[config.mk]
export PLATFORM = sky130hd
export DESIGN_NAME = lscr_top
export DESIGN_NICKNAME = d
export VERILOG_FILES = /design/src/hdl/lscr_pkg.sv /design/src/hdl/lscr_lane_if.sv /design/src/hdl/lscr_top.sv /design/src/hdl/lscr_train_check.sv
export SDC_FILE = /design/constraint.sdc
export NUM_CORES = 1
export LEC_CHECK = 0
export BUFFER_PORTS_ARGS = -buffer_cell sky130_fd_sc_hd__buf_2
export CELL_PAD_IN_SITES_DETAIL_PLACEMENT = 1
export CELL_PAD_IN_SITES_GLOBAL_PLACEMENT = 1
export CORE_UTILIZATION = 32
export DETAILED_ROUTE_END_ITERATION = 8
export PLACE_DENSITY_LB_ADDON = 0.1
export SETUP_SLACK_MARGIN = 0.5
export SKIP_LAST_GASP = 1
export SLEW_MARGIN = 10
export SYNTH_ARGS = -nofsm -noshare
export SYNTH_HDL_FRONTEND = slang
export SYNTH_HIERARCHICAL = 1
export SYNTH_SLANG_ARGS = --single-unit
[constraint.sdc]
create_clock -name mclk -period 1.95 [get_ports mclk]
set_input_delay 0.0975 -clock mclk [delete_from_list [all_inputs] [get_ports mclk]]
set_output_delay 0.0975 -clock mclk [all_outputs]
set_load 0.1 [all_outputs]
[src/hdl/lscr_pkg.sv]
// Purpose: Constants for the sink link setup and capability block.
// Assumes: One 125 MHz clock, byte wide configuration space.
// Notes:   Times are held in microseconds and turned into cycle counts.
package lscr_pkg;
    // ------------------------------------------------------------------
    // Register offsets
    // ------------------------------------------------------------------
    localparam logic [19:0] REVISION_ADDR  = 20'h00000;
    localparam logic [19:0] RATE_ADDR      = 20'h00001;
    localparam logic [19:0] LANES_ADDR     = 20'h00002;
    // ------------------------------------------------------------------
    // Field layouts and encodings
    // ------------------------------------------------------------------
    localparam int          REV_MINOR_LSB  = 0;
    localparam int          REV_MAJOR_LSB  = 4;
    localparam logic [3:0]  REV_MAJOR_OWN  = 4'h1;
    localparam logic [3:0]  REV_MINOR_OWN  = 4'h0;
    localparam logic [7:0]  RATE_LOW       = 8'h06;
    localparam logic [7:0]  RATE_HIGH      = 8'h0A;
    localparam logic [4:0]  LANES_ONE      = 5'h01;
    localparam logic [4:0]  LANES_TWO      = 5'h02;
    localparam logic [4:0]  LANES_FOUR     = 5'h04;
    localparam logic [7:0]  RATE_OWN       = 8'h0A;
    localparam logic [4:0]  LANES_OWN      = 5'h04;
    localparam logic [7:0]  UNMAPPED_DATA  = 8'h00;
    // ------------------------------------------------------------------
    // Timing
    // ------------------------------------------------------------------
    localparam int          CLK_MHZ        = 125;
    localparam int          HPD_LOW_MIN_US = 500;
    localparam int          HPD_LOW_MAX_US = 1000;
    // Pulse sits midway in the allowed window to tolerate clock error.
    localparam int          HPD_LOW_US     =
        (HPD_LOW_MIN_US + HPD_LOW_MAX_US) / 2;
    localparam int          HPD_LOW_CYC    = HPD_LOW_US * CLK_MHZ;
    localparam int          SKEW_MAX_SYM   = 2;
    localparam int          NUM_LANES      = 4;
endpackage

[src/hdl/lscr_lane_if.sv]
// Purpose: Carries per lane lock and skew status into the checker.
// Assumes: Lane status comes from logic on mclk.
// Notes:   Skew is in link symbol clock periods.
`timescale 1ns/100ps
interface lscr_lane_if;
    logic [3:0] bitLock;
    logic [3:0] symLock;
    logic [3:0] skewOk;
    logic [4:0] laneCount;
    logic       trainPass;
    modport top  (output bitLock, symLock, skewOk, laneCount, input trainPass);
    modport chk  (input bitLock, symLock, skewOk, laneCount, output trainPass);
endinterface

[src/hdl/lscr_top.sv]
// Purpose: Sink side capability registers and hot plug notification.
// Assumes: Byte wide config access on mclk; lane status on mclk.
// Notes:   Branch values are the lower of own and downstream values.
`timescale 1ns/100ps
module lscr_top (
    input  wire logic        mclk,
    input  wire logic        rstn,
    input  wire logic        isBranch,
    input  wire logic [7:0]  downRevision,
    input  wire logic [7:0]  downRate,
    input  wire logic [4:0]  downLanes,
    input  wire logic        cfgRead,
    input  wire logic        cfgWrite,
    input  wire logic [19:0] cfgAddr,
    input  wire logic [7:0]  cfgWrData,
    output logic      [7:0]  cfgRdData,
    output logic             cfgRdValid,
    input  wire logic        statusChange,
    output logic             hotPlugDetect,
    input  wire logic        streamStable,
    output logic             displayBlank,
    input  wire logic [3:0]  laneBitLock,
    input  wire logic [3:0]  laneSymLock,
    input  wire logic [3:0]  laneSkewOk,
    input  wire logic [4:0]  trainLaneCount,
    output logic             trainPass
);
    // ------------------------------------------------------------------
    // Capability values
    // ------------------------------------------------------------------
    localparam logic [7:0] OWN_REV = {lscr_pkg::REV_MAJOR_OWN,
                                      lscr_pkg::REV_MINOR_OWN};

    logic [7:0] revValue;
    logic [7:0] rateValue;
    logic [4:0] lanesValue;
    logic [7:0] downRateLegal;
    logic [4:0] downLanesLegal;

    // Reserved downstream codes fall back to the lowest legal code.
    assign downRateLegal  = (downRate == lscr_pkg::RATE_HIGH) ?
                            lscr_pkg::RATE_HIGH : lscr_pkg::RATE_LOW;
    assign downLanesLegal = (downLanes == lscr_pkg::LANES_FOUR ||
                             downLanes == lscr_pkg::LANES_TWO) ?
                            downLanes : lscr_pkg::LANES_ONE;

    // A branch reports the lowest common value on each field.
    always_comb begin
        revValue   = OWN_REV;
        rateValue  = lscr_pkg::RATE_OWN;
        lanesValue = lscr_pkg::LANES_OWN;
        if (isBranch) begin
            if (downRevision < OWN_REV) begin
                revValue = downRevision;
            end
            if (downRateLegal < lscr_pkg::RATE_OWN) begin
                rateValue = downRateLegal;
            end
            if (downLanesLegal < lscr_pkg::LANES_OWN) begin
                lanesValue = downLanesLegal;
            end
        end
    end

    // ------------------------------------------------------------------
    // Byte addressed configuration reads
    // ------------------------------------------------------------------
    // One byte per access; writes are accepted and dropped.
    always_ff @(posedge mclk or negedge rstn) begin
        if (!rstn) begin
            cfgRdData  <= 8'h00;
            cfgRdValid <= 1'b0;
        end else begin
            cfgRdValid <= cfgRead && !cfgWrite;
            if (cfgRead && !cfgWrite) begin
                unique case (cfgAddr)
                    lscr_pkg::REVISION_ADDR: cfgRdData <= revValue;
                    lscr_pkg::RATE_ADDR:     cfgRdData <= rateValue;
                    // Bits 7:5 of the lane count byte read as zero.
                    lscr_pkg::LANES_ADDR: begin
                        cfgRdData <= {3'h0, lanesValue};
                    end
                    default: begin
                        cfgRdData <= lscr_pkg::UNMAPPED_DATA;
                    end
                endcase
            end
        end
    end

    // ------------------------------------------------------------------
    // Hot plug notification pulse
    // ------------------------------------------------------------------
    localparam int CW = $clog2(lscr_pkg::HPD_LOW_CYC + 1);
    localparam logic [CW-1:0] LOW_LAST = CW'(lscr_pkg::HPD_LOW_CYC - 1);
    logic [CW-1:0] lowCount_q;
    logic          pulsing_q;
    logic          pending_q;

    // A change during a pulse is held and sent after the line goes high.
    always_ff @(posedge mclk or negedge rstn) begin
        if (!rstn) begin
            pulsing_q     <= 1'b0;
            pending_q     <= 1'b0;
            lowCount_q    <= '0;
            hotPlugDetect <= 1'b0;
        end else if (pulsing_q) begin
            if (statusChange) begin
                pending_q <= 1'b1;
            end
            if (lowCount_q == LOW_LAST) begin
                pulsing_q     <= 1'b0;
                hotPlugDetect <= 1'b1;
            end else begin
                lowCount_q <= lowCount_q + CW'(1);
            end
        end else if (statusChange || pending_q) begin
            pulsing_q     <= 1'b1;
            pending_q     <= 1'b0;
            lowCount_q    <= '0;
            hotPlugDetect <= 1'b0;
        end else begin
            hotPlugDetect <= 1'b1;
        end
    end

    // ------------------------------------------------------------------
    // Display blanking and training status
    // ------------------------------------------------------------------
    lscr_lane_if laneBus ();
    assign laneBus.bitLock   = laneBitLock;
    assign laneBus.symLock   = laneSymLock;
    assign laneBus.skewOk    = laneSkewOk;
    assign laneBus.laneCount = trainLaneCount;

    lscr_train_check u_train (
        .lanes (laneBus.chk)
    );

    // Blank while unstable; register the training verdict.
    always_ff @(posedge mclk or negedge rstn) begin
        if (!rstn) begin
            displayBlank <= 1'b1;
            trainPass    <= 1'b0;
        end else begin
            displayBlank <= !streamStable;
            trainPass    <= laneBus.trainPass;
        end
    end
endmodule

[src/hdl/lscr_train_check.sv]
// Purpose: Decides whether link training has passed on configured lanes.
// Assumes: Inputs are stable on mclk; skewOk per lane is versus lane-1.
// Notes:   Unsupported lane counts never pass.
`timescale 1ns/100ps
module lscr_train_check (
    lscr_lane_if.chk lanes
);
    logic [3:0] laneUsed;
    logic [3:0] laneGood;

    // Lanes in use follow the configured count.
    always_comb begin
        unique case (lanes.laneCount)
            lscr_pkg::LANES_ONE:  laneUsed = 4'h1;
            lscr_pkg::LANES_TWO:  laneUsed = 4'h3;
            lscr_pkg::LANES_FOUR: laneUsed = 4'hF;
            default:              laneUsed = 4'h0;
        endcase
    end

    // Each used lane needs both locks; used lanes above 0 also need alignment to lane-1.
    genvar i;
    generate
        for (i = 0; i < lscr_pkg::NUM_LANES; i++) begin : g_lane
            assign laneGood[i] = !laneUsed[i] ||
                (lanes.bitLock[i] && lanes.symLock[i] &&
                 (i == 0 || lanes.skewOk[i]));
        end
    endgenerate

    // Pass only with a legal lane count and every used lane good.
    assign lanes.trainPass = (laneUsed != 4'h0) && (&laneGood);
endmodule

* Yosys cells after proc, flatten, opt, wreduce, memory -nomap -nowiden
Cells that the tools add are included.
** Storage, ports and cells
- Bits in registers :: 31
- Logic and storage cells :: 73
- Input bits :: 73
** Cells by class
- Reduce and logical (&&, ||, !) cells :: 27
- Equality and inequality tests :: 12
- Order comparisons :: 3
- $add $sub $neg :: 1
- Multiplexer cells :: 22
** Operators by type and width (number)
- two-way mux 17 bit :: 3
- two-way mux 8 bit :: 3
- one-hot mux 8 bit (3 select lines) :: 1
- == test 20 x 1 -> 1 bit (second input constant) :: 1
- == test 20 x 2 -> 1 bit (second input constant) :: 1
- zero test 20 bit :: 1
- adder 17 x 1 -> 17 bit (second input constant) :: 1
- == test 17 bit (second input constant) :: 1
- two-way mux 5 bit :: 3
- one-hot mux 4 bit (3 select lines) :: 1
- == test 5 x 2 -> 1 bit (second input constant) :: 2
- == test 5 x 3 -> 1 bit (second input constant) :: 2
- logical AND 1 bit :: 9
- two-way mux 1 bit :: 9
- == test 8 x 4 -> 1 bit (second input constant) :: 1
- less-than comparator 8 x 5 -> 1 bit (second input constant) :: 1
- two-way mux 4 bit :: 2
- zero test 1 bit :: 6
- logical OR 1 bit :: 6
- == test 5 x 1 -> 1 bit (second input constant) :: 1
- less-than comparator 5 x 3 -> 1 bit (second input constant) :: 1
- less-than comparator 4 bit (second input constant) :: 1
- != test 2 bit (second input constant) :: 2
- AND reduction 2 bit :: 2
- other kinds (4) :: 4

* Logic depth before layout (Yosys ltp)
Gate-level depths: netlist of the first run.
- Word-level depth :: 7
- Depth in mapped cells :: 6
- Depth with buffers taken out :: 6

* Cells and area by module
The synthesis of the first run kept the hierarchy.
** Modules (own cells, without submodules)
- lscr_top :: area each 1622.8 µm², instances 1, cells each 170, sequential area each 777.0 µm²
- lscr_train_check :: area each 58.8 µm², instances 1, cells each 9, sequential area each 0.0 µm²

* Worst setup path before layout of the first run
No wires, ideal clock.
- Path type :: flip-flop to flip-flop
- Start :: register pulsing_q
- End :: register lowCount_q[13]
- Stages on the path, launching flop included :: 7
- Path slack :: 267 ps
- Period minus slack after synthesis :: 1683 ps
- Arrival time :: 1605 ps
- Cell sequence :: dfrtp_1 -> buf_4 -> nand3_1 -> or3_1 -> buf_6 -> or4_1 -> a21oi_1
** Between the ends
- Word-level cells in the longest chain between the ends :: 2
- Elaborated cells between the ends (all ways) :: 4
- Classes of those cells :: 1 x eq/ne; 1 x mux; 2 x reduce/logical
** RTL lines
- start, declared :: RTL line lscr_top.sv:97 : logic pulsing_q;
- start signal, assigned :: RTL line lscr_top.sv:103 : pulsing_q <= 1'b0;
- start signal, assigned :: RTL line lscr_top.sv:112 : pulsing_q <= 1'b0;
- start signal, assigned :: RTL line lscr_top.sv:118 : pulsing_q <= 1'b1;
- != test 2 bit (no source line) / nonzero test 2 bit (equally long branches)
- AND reduction 2 bit (no source line)
- end signal, assigned :: RTL line lscr_top.sv:115 : lowCount_q <= lowCount_q + CW'(1);
- end, declared :: RTL line lscr_top.sv:96 : logic [CW-1:0] lowCount_q;
Several ways; a longest one is shown, not always the timed one.
A chain may end at the register's enable or synchronous reset.

* Worst setup path in the final report of the first run
- Start :: register lowCount_q[7]
- End :: register lowCount_q[11]
** Between the ends
- Word-level cells in the longest chain between the ends :: 3
- Elaborated cells between the ends (all ways) :: 6
- Classes of those cells :: 1 x add/sub; 2 x eq/ne; 2 x mux; 1 x reduce/logical
** RTL lines (RTL line)
- adder 17 x 1 -> 17 bit / == test 17 bit (equally long branches) :: lscr_top.sv:115, lscr_top.sv:111
- two-way mux 17 bit / != test 2 bit (equally long branches)
- two-way mux 17 bit / AND reduction 2 bit (equally long branches)
Several ways; a longest one is shown, not always the timed one. The select of a mux whose other input is x is not followed.

==> results.tsv, run 1 <==
metric	value	unit
met2_usage	33.5	%
die_area	5550	µm²
grt_pass1_vias	1757	
num_io_pins	85	
synthTopCellsByArea	dfrtp_1 45%, nand2_1 4.2%, nor4_1 3.0%	
globalRouteMet1Util	22.4	%
die_y	74.5	µm
firstDrtPassIters	4	
antenna_found_initial	0	
cts.htree.levels	2	
finalNonFillerCells	356	
setup_violations	0	
grtUsageMet3	4.47	%
cts-root-buf	clkbuf_8	
p_leak	1.20	nW
die_w	74.5	µm
synth_area_leader_cell	dfrtp_1	
slew-limit-headroom	53.2	%
finalCritPeriodShare	83.5	%
tns	0	ps
cellPowerDensity	879	nW/µm²
core_area	5070	µm²
port_buffers	75	
netlist_instances	179	
clkSinkCount	31	
synthArstFlopShare	100	%
nNetsFinal	360	
grt_setup_unrepaired	true	
antenna_cells	0	
ir_worst_vdd	0.000406	V
synth_top_area_share	44.6	%
synth_edf_count	0	
fin_skew	5.93	ps
hold_path.startpoint	laneSymLock[0]	
cp_max_fo	6	
ys_warn_count	6	
timing.fmax	615	MHz
drv_slew	0	
path_class	reg2reg	
grt_pass1_wl	7860	µm
status	finished clean	
path_clk_slew	60	ps
synth_flop_cell	dfrtp_1	
syn2layout_area_growth	54.2	%
period_needed	1630	ps
clk_path_buf_depth	2	
startpoint_type	flip-flop	
wl_per_cell	14.1	µm
dp_cells	325	
syn_area	1680	µm²
worstPathArrival	1820	ps
whs_path_depth	3	
tightest_slew	702	ps
yosysSeqAreaShare	46.2	%
drt_iter0_drc	50	
clkLatencyLatePin	270	ps
ys_seq_elements	31	
vias_per_cell	5.00	
hp-class	in2reg	
ant_nets	0	
nFillCells	632	
track_usage	18.7	%
cp-end-kind	flip-flop	
cap_viol_max_count	0	
cts-buffers-inserted	5	
hold-path-endpoint	trainPass$_DFF_PN0_	
syn_avg_cell_area	9.39	µm²
fp-row-count	26	
busiest_layer	met2	
synth_fp_nets	254	
regToRegStartpoint	lowCount_q[7]$_DFFE_PN0P_	
grt_max_degree	32	
r2r_setup_slack	320	ps
dp_hpwl	3620	µm
grt_overflow	0	
start_util	33.1	%
vias	1780	
drcViolationCount	0	
cts_tree	yes	
drive_gt1_share	49.7	%
place.gp.congestion	0.713	
reg2reg_to	lowCount_q[11]$_DFFE_PN0P_	
crit_required	2150	ps
r2r_cells	4	
wl	5000	µm
ys_types	46	
hold_viol_final	0	
-- Yosys cell counts, types with 2 or more instances --
| cell type | number |
|---|---|
| o21a_1 | 3 |
| and4_1 | 3 |
| nor4_1 | 8 |
| o31ai_1 | 4 |
| o21ai_0 | 6 |
| nor4bb_1 | 2 |
| or3_2 | 2 |
| mux2i_1 | 3 |
| and3_1 | 2 |
| nand4_1 | 5 |
| inv_1 | 9 |
| nor2_1 | 13 |
| xnor2_1 | 4 |
| xor2_1 | 3 |
| nor3_1 | 4 |
| a21oi_1 | 8 |
| clkbuf_1 | 3 |
| or4_1 | 4 |
| nand3_1 | 9 |
| dfrtp_1 | 30 |
| ha_1 | 2 |
| a41oi_1 | 2 |
| and2_1 | 3 |
| o41ai_1 | 2 |
| nand2b_1 | 3 |
| nand2_1 | 19 |
| or3_1 | 4 |
-- cell type report --
| class | instances | area, µm² | share of cell area (%) |
|---|---|---|---|
| Sequential cell | 31 | 782 | 30.2 |
| Multi-Input combinational cell | 134 | 990 | 38.2 |
| Tap cell | 70 | 87.6 | 3.38 |
| Clock buffer | 8 | 100 | 3.86 |
| Inverter | 9 | 33.8 | 1.30 |
| Timing Repair Buffer | 104 | 599 | 23.1 |
-- metal layers --
metal  share of wire (%)  vias to the layer above
met3                 3.5                        2
met5                   0                        -
met4                0.38                        0
met2                  54                       30
li1                    -                      873
met1                  42                      875
-- logic make-up (layout without fill, tap and decap cells) --
kind of cell | after synthesis | after routing | synth area share (%)
mux | 3 | 3 | 1.79
simple gates | 88 | 88 | 28.8
buf+inv | 14 | 121 | 3.79
compound gates | 34 | 34 | 14.3
flops | 31 | 31 | 46.2
fa+ha+maj | 2 | 2 | 1.49
xor+xnor | 7 | 7 | 3.65
-- metrics by stage --
stage,area [µm²],hold WS (ps),util (%),power (mW),worst slack [ps]
after global routing,2590,90.4,51.1,2.42,262
after CTS,2480,72.2,48.8,2.18,369
after floorplan,1710,-198,-,1.24,373
after detailed placement,2180,194,43.0,1.47,128
after global placement,2180,190,43.0,1.45,168
final,2590,92.0,51.1,2.28,323
-- worst max-delay path by stage --
stage,startpoint,endpoint,slack (ps),cells past startpoint
floorplan,lowCount_q[4]$_DFFE_PN0P_,lowCount_q[13]$_DFFE_PN0P_,370,5
global placement,pulsing_q$_DFF_PN0_,lowCount_q[11]$_DFFE_PN0P_,170,4
detailed placement,pulsing_q$_DFF_PN0_,lowCount_q[11]$_DFFE_PN0P_,130,4
CTS,lowCount_q[0]$_DFFE_PN0P_,lowCount_q[15]$_DFFE_PN0P_,370,5
global route,lowCount_q[1]$_DFFE_PN0P_,lowCount_q[1]$_DFFE_PN0P_,260,6
finish,lowCount_q[7]$_DFFE_PN0P_,lowCount_q[11]$_DFFE_PN0P_,320,4
-- repair_timing --
item                                    4_1_cts  5_1_grt
gates cloned                                  0        0
hold endpoints to repair                     31        0
hold buffers                                  2        0
gates resized for setup                      20       12
endpoints found under the setup margin       16       17
buffers inserted                             13        8
pin swaps                                     9       13
-- state kept, by name, summed over array words and instances (netlist names) --
name	cells
hotPlugDetect	1
pending_q	1
lowCount_q	17
cfgRdValid	1
pulsing_q	1
cfgRdData	8
trainPass	1
displayBlank	1
-- critical path, stage by stage, from the launching register on --
cell and delay (ps):
dfrtp_2 450, nand3_2 110, or3_4 410, or4_4 430
a21oi_2 150
-- report_power, final --
group          leakage, nW  internal [mW]  switching (mW)  total [mW]
combinational        0.772          0.382           0.421       0.803
clock               0.0515          0.322           0.218       0.540
sequential           0.380          0.781           0.156       0.938
total                 1.20           1.48           0.795        2.28
-- cell usage in the layout, fill, tap and decap left out, types with 4 or more instances in the layout --
master / instances
buf_2: 76
dfrtp_1: 26
buf_4: 25
nand2_1: 18
nor2_1: 13
inv_1: 8
nand3_1: 8
clkbuf_8: 7
a21oi_1: 6
nand4_1: 5
nor4_1: 5
xnor2_1: 4
dfrtp_2: 4
No activity file was read; power rests on OpenSTA's default activity.
==> run 2: changes to the inputs <==
==> constraint.sdc (replaced) <==
create_clock -name mclk -period 1.6 [get_ports mclk]
set_input_delay 0.08 -clock mclk [delete_from_list [all_inputs] [get_ports mclk]]
set_output_delay 0.08 -clock mclk [all_outputs]
set_load 0.1 [all_outputs]
==> results.tsv, run 2 (same netlist as run 1, synthesis figures left out) <==
metric	value	unit
status	finished clean	
p_total	2.84	mW
path_class	reg2reg	
die_area	5550	µm²
cp-end-kind	flip-flop	
startpoint_type	flip-flop	
hold-path-endpoint	pending_q$_DFFE_PN0P_	
grt_max_degree	32	
grt_pass1_wl	8340	µm
crit_chain	ha_2 > nor4bb_4 > nand4_1 > buf_4 > nor4_2 > or3_1	
clkLatencyLatePin	290	ps
ant_nets	0	
wl_per_cell	14.2	µm
worstPathArrival	1760	ps
drv_slew	0	
reg2reg_to	lowCount_q[2]$_DFFE_PN0P_	
final_cell_mix	63 x buf_2, 42 x buf_4, 21 x dfrtp_1	
antenna_cells	0	
regMostFlops	lowCount_q	
r2r_setup_slack	10	ps
nFillCells	616	
cts-root-buf	clkbuf_8	
p_leak	1.23	nW
internal_power	1.86	mW
start_util	33.1	%
die_w	74.5	µm
path_clk_slew	70	ps
grt_overflow	0	
r2r_cells	6	
hold_path.startpoint	statusChange	
grt_setup_unrepaired	true	
firstDrtPassIters	4	
switching_share	34.5	%
finalCritPeriodShare	99.1	%
crit_required	1770	ps
vias	1802	
cap_viol_max_count	0	
core_area	5070	µm²
drcViolationCount	0	
port_buffers	75	
syn2layout_area_growth	62.8	%
route.met3.wl	183	µm
drt_iter0_drc	90	
netSwitchingPower	0.979	mW
cts-buffers-inserted	5	
cp_max_fo	5	
largestRegisters	lowCount_q x17, cfgRdData x8	
critical-path-max-stage-delay	450	ps
vias_per_cell	4.94	
die_y	74.5	µm
drive_gt1_share	54.6	%
antenna_found_initial	0	
combPwrFrac	39.6	%
period_needed	1590	ps
finalNonFillerCells	365	
track_usage	20.2	%
place.gp.congestion	0.735	
dp_cells	342	
hp-class	in2reg	
regToRegStartpoint	lowCount_q[0]$_DFFE_PN0P_	
hold_viol_final	0	
p_clk_share	22.2	%
fin_skew	11.3	ps
cellPowerDensity	1040	nW/µm²
cp_top_family	simple AND/OR/NAND/NOR gates	
clk_path_buf_depth	2	
grt_pass1_vias	1861	
cts.htree.levels	2	
tns	0	ps
drt-met1-wl	2080	µm
wl	5180	µm
slowest_stage	dfrtp_2	
nNetsFinal	369	
clkSinkCount	31	
worst-path-buf-inv	1	
num_io_pins	85	
tightest_slew	669	ps
timing.fmax	631	MHz
routed-wl-met2	2840	µm
setup_violations	0	
largest_reg_flops	17	
slew-limit-headroom	55.4	%
mostFrequentLayoutCell	buf_2	
ir_worst_vdd	0.000456	V
cts_tree	yes	
seq_power_share	38.2	%
whs_path_depth	3	
fp-row-count	26	
final_core_util	53.9	%
dp_hpwl	3830	µm
highest_layer	met4	
run 2: cell count changes in the layout (fill, tap and decap cells not counted), moves of 3 or more:
cell,previous run,this run
buf_4,25,42
buf_2,76,63
dfrtp_1,26,21
dfrtp_2,4,9
buf_6,1,5
nor4_1,5,2
run 2: repair_timing:
item                                    4_1_cts  5_1_grt
hold buffers                                  2        0
endpoints found under the hold margin        31        0
pin swaps                                     5       12
buffers inserted                              6        7
cloned                                        0        0
gates resized for setup                      28       20
endpoints found under the setup margin       31       23
run 2: worst register-to-register path, cell delays in order (launching register included):
cell,delay (ps)
dfrtp_2,450
ha_2,190
nor4bb_4,140
nand4_1,160
buf_4,160
nor4_2,30
or3_1,340
run 2: layout make-up:
cell class	instances	area, µm²	area share, %
clock inverters	1	5.00	0.183
clock buffers	7	86.3	3.15
repair buffers	113	727	26.6
well taps	70	87.6	3.20
flip-flops and latches	31	788	28.8
multi-input cells	134	1010	36.9
inverters	9	33.8	1.23
run 2: how the worst max path moves through the flow:
stage,from,end,slack [ps],cells past startpoint
finish,lowCount_q[0]$_DFFE_PN0P_,lowCount_q[2]$_DFFE_PN0P_,10,6
global route,lowCount_q[0]$_DFFE_PN0P_,lowCount_q[14]$_DFFE_PN0P_,-60,5
CTS,lowCount_q[8]$_DFFE_PN0P_,lowCount_q[0]$_DFFE_PN0P_,40,4
detailed placement,lowCount_q[0]$_DFFE_PN0P_,lowCount_q[12]$_DFFE_PN0P_,-2,5
global placement,lowCount_q[0]$_DFFE_PN0P_,lowCount_q[1]$_DFFE_PN0P_,-8,5
floorplan,lowCount_q[4]$_DFFE_PN0P_,lowCount_q[13]$_DFFE_PN0P_,20,5
run 2: routing by layer:
layer | GRT usage [%] | vias to the layer above
met4 | 7.55 | 0
li1 | - | 889
met3 | 4.88 | 7
met2 | 37.9 | 29
met1 | 21.7 | 877
met5 | 0 | -
run 2: metrics by stage:
stage / setup WS, ps / hold WS (ps) / area (µm²)
after floorplan: 24.8 / -216 / 1730
after global placement: -7.51 / 163 / 2330
after detailed placement: -1.54 / 166 / 2330
after CTS: 43.3 / 67.1 / 2580
after global routing: -57.1 / 75.5 / 2740
final: 14.3 / 61.8 / 2740
run 2: power groups by stage:
stage                     Sequential [mW]  Clock, mW  Combinational [mW]
after floorplan                      1.17          0               0.333
after global placement               1.08          0               0.888
after detailed placement             1.08          0               0.907
after CTS                            1.09      0.657               0.986
after global routing                 1.11      0.696                1.24
final                                1.08      0.631                1.12
==> run 3: changes to the inputs <==
--- a/config.mk
+++ b/config.mk
@@ -6,11 +6,12 @@
 export NUM_CORES = 1
 export LEC_CHECK = 0
 export BUFFER_PORTS_ARGS = -buffer_cell sky130_fd_sc_hd__buf_2
-export CELL_PAD_IN_SITES_DETAIL_PLACEMENT = 1
-export CELL_PAD_IN_SITES_GLOBAL_PLACEMENT = 1
-export CORE_UTILIZATION = 32
+export CELL_PAD_IN_SITES_DETAIL_PLACEMENT = 2
+export CELL_PAD_IN_SITES_GLOBAL_PLACEMENT = 2
+export CORE_UTILIZATION = 25
 export DETAILED_ROUTE_END_ITERATION = 8
 export PLACE_DENSITY_LB_ADDON = 0.1
+export RECOVER_POWER = 25
 export SETUP_SLACK_MARGIN = 0.5
 export SKIP_LAST_GASP = 1
 export SLEW_MARGIN = 10
@@ -18,3 +19,4 @@
 export SYNTH_HDL_FRONTEND = slang
 export SYNTH_HIERARCHICAL = 1
 export SYNTH_SLANG_ARGS = --single-unit
+export TNS_END_PERCENT = 30
==> results.tsv, run 3 (same netlist as run 1, synthesis figures left out) <==
metric	value	unit
regMostFlops	lowCount_q	
antenna_found_initial	0	
largestRegisters	lowCount_q x17, cfgRdData x8	
track_usage	17.7	%
cp_top_family	simple AND/OR/NAND/NOR gates	
grt_setup_unrepaired	true	
nNetsFinal	366	
syn2layout_area_growth	53.1	%
grt_overflow	0	
multi_input_area	937	µm²
clkSinkCount	31	
ant_nets	0	
slowest_stage	or4_4	
clkLatencyLatePin	280	ps
setup_ws	-51.3	ps
r2r_cells	6	
drv_slew	0	
grt_pass1_wl	9790	µm
status	finished with violations	
timing.fmax	606	MHz
cellPowerDensity	1090	nW/µm²
fin_skew	1.94	ps
startpoint_type	flip-flop	
cp_max_fo	4	
vias	1860	
ir_worst_vdd	0.000359	V
p_leak	1.20	nW
firstDrtPassIters	6	
pre_cts_slack	-106	ps
ff_latch_area	779	µm²
die_y	84.0	µm
wl_per_cell	15.9	µm
wl	5870	µm
drcViolationCount	6	
crit_required	1770	ps
mostFrequentLayoutCell	buf_2	
critical_path_cell_count	6	
num_io_pins	85	
failed_checks	DRC, setup timing	
period_needed	1650	ps
die_area	7060	µm²
cts_tree	yes	
critical-path-max-stage-delay	430	ps
largest_reg_flops	17	
path_class	reg2reg	
core_area	6420	µm²
slew-limit-headroom	47.2	%
path_clk_slew	70	ps
dp_hpwl	4350	µm
place.gp.congestion	0.723	
finalNonFillerCells	369	
cp-end-kind	flip-flop	
grt_max_degree	32	
whs_path_depth	3	
hold_viol_final	0	
finalCritPeriodShare	103	%
cts-buffers-inserted	5	
fp-row-count	29	
clk_path_buf_depth	2	
antenna_cells	0	
die_w	84.0	µm
setup_violations	3	
start_util	26.2	%
drive_gt1_share	46.9	%
crit_chain	buf_4 > buf_4 > nand2_1 > or4_4 > o21a_1 > o21a_1	
p_total	2.82	mW
hp-class	in2reg	
nFillCells	725	
drt_iter0_drc	29	
worstPathArrival	1820	ps
port_buffers	75	
vias_per_cell	5.04	
dp_cells	351	
cts-root-buf	clkbuf_8	
tightest_slew	792	ps
cts.htree.levels	2	
worst-path-buf-inv	2	
final_cell_mix	74 x buf_2, 30 x buf_4, 28 x dfrtp_1	
cap_viol_max_count	0	
grt_pass1_vias	2095	
## run 3: cell count changes in the layout (fill, tap and decap cells not counted), sizes merged
cell / change
clkbuf: +2
buf: -5
## run 3: worst paths after layout
path	startpoint	end	slack, ps
min in group asynchronous	rstn	hotPlugDetect$_DFFE_PN0P_	410
max in group asynchronous	rstn	lowCount_q[1]$_DFFE_PN0P_	640
hold / removal	laneSymLock[0]	trainPass$_DFF_PN0_	60
setup / recovery	lowCount_q[1]$_DFFE_PN0P_	lowCount_q[15]$_DFFE_PN0P_	-50
hold reg to reg	cfgRdData[4]$_DFFE_PN0P_	cfgRdData[4]$_DFFE_PN0P_	480
setup reg to reg	lowCount_q[1]$_DFFE_PN0P_	lowCount_q[15]$_DFFE_PN0P_	-50
## run 3: cell type report
| class | count | area share (%) |
|---|---|---|
| well taps | 77 | 3.74 |
| clock inverters | 1 | 0.194 |
| clock buffers | 7 | 2.96 |
| multi-input cells | 134 | 36.4 |
| repair buffers | 110 | 25.1 |
| inverters | 9 | 1.31 |
| flip-flops and latches | 31 | 30.3 |
## run 3: routing by layer
layer / part of all wire (%) / global-route usage [%] / wire, µm
met1: 43 / 19.9 / 2500
met2: 51 / 32.3 / 3020
met5: 0 / 0 / 0
met3: 4.3 / 4.35 / 252
met4: 1.7 / 5.96 / 101
## run 3: what timing repair did
action,CTS,global route
pin swaps,9,5
hold buffers,2,0
cloned,0,0
buffers inserted,6,2
endpoints found under the setup margin,33,36
resized for setup,13,7
hold endpoints to repair,31,0
## run 3: where the power goes
| part | leakage, nW | internal [mW] | switching (mW) |
|---|---|---|---|
| sequential | 0.381 | 0.949 | 0.140 |
| clock | 0.0422 | 0.305 | 0.292 |
| combinational | 0.778 | 0.536 | 0.594 |
| total | 1.20 | 1.79 | 1.03 |
## run 3: metrics by stage
| step | hold slack (ps) | area [µm²] | TNS, ps | utilization [%] |
|---|---|---|---|---|
| CTS | 58.3 | 2540 | 0 | 39.6 |
| global placement | 181 | 2330 | -7.82 | 36.3 |
| global route | 51.6 | 2570 | -423 | 40.1 |
| floorplan | -216 | 1710 | 0 | - |
| finish | 55.5 | 2570 | -76.1 | 40.1 |
| detailed placement | 179 | 2330 | -207 | 36.3 |
## run 3: worst min-delay path, cell delays in order
cell,delay [ps]
buf_2,100
nand3_1,60
a2111oi_0,60
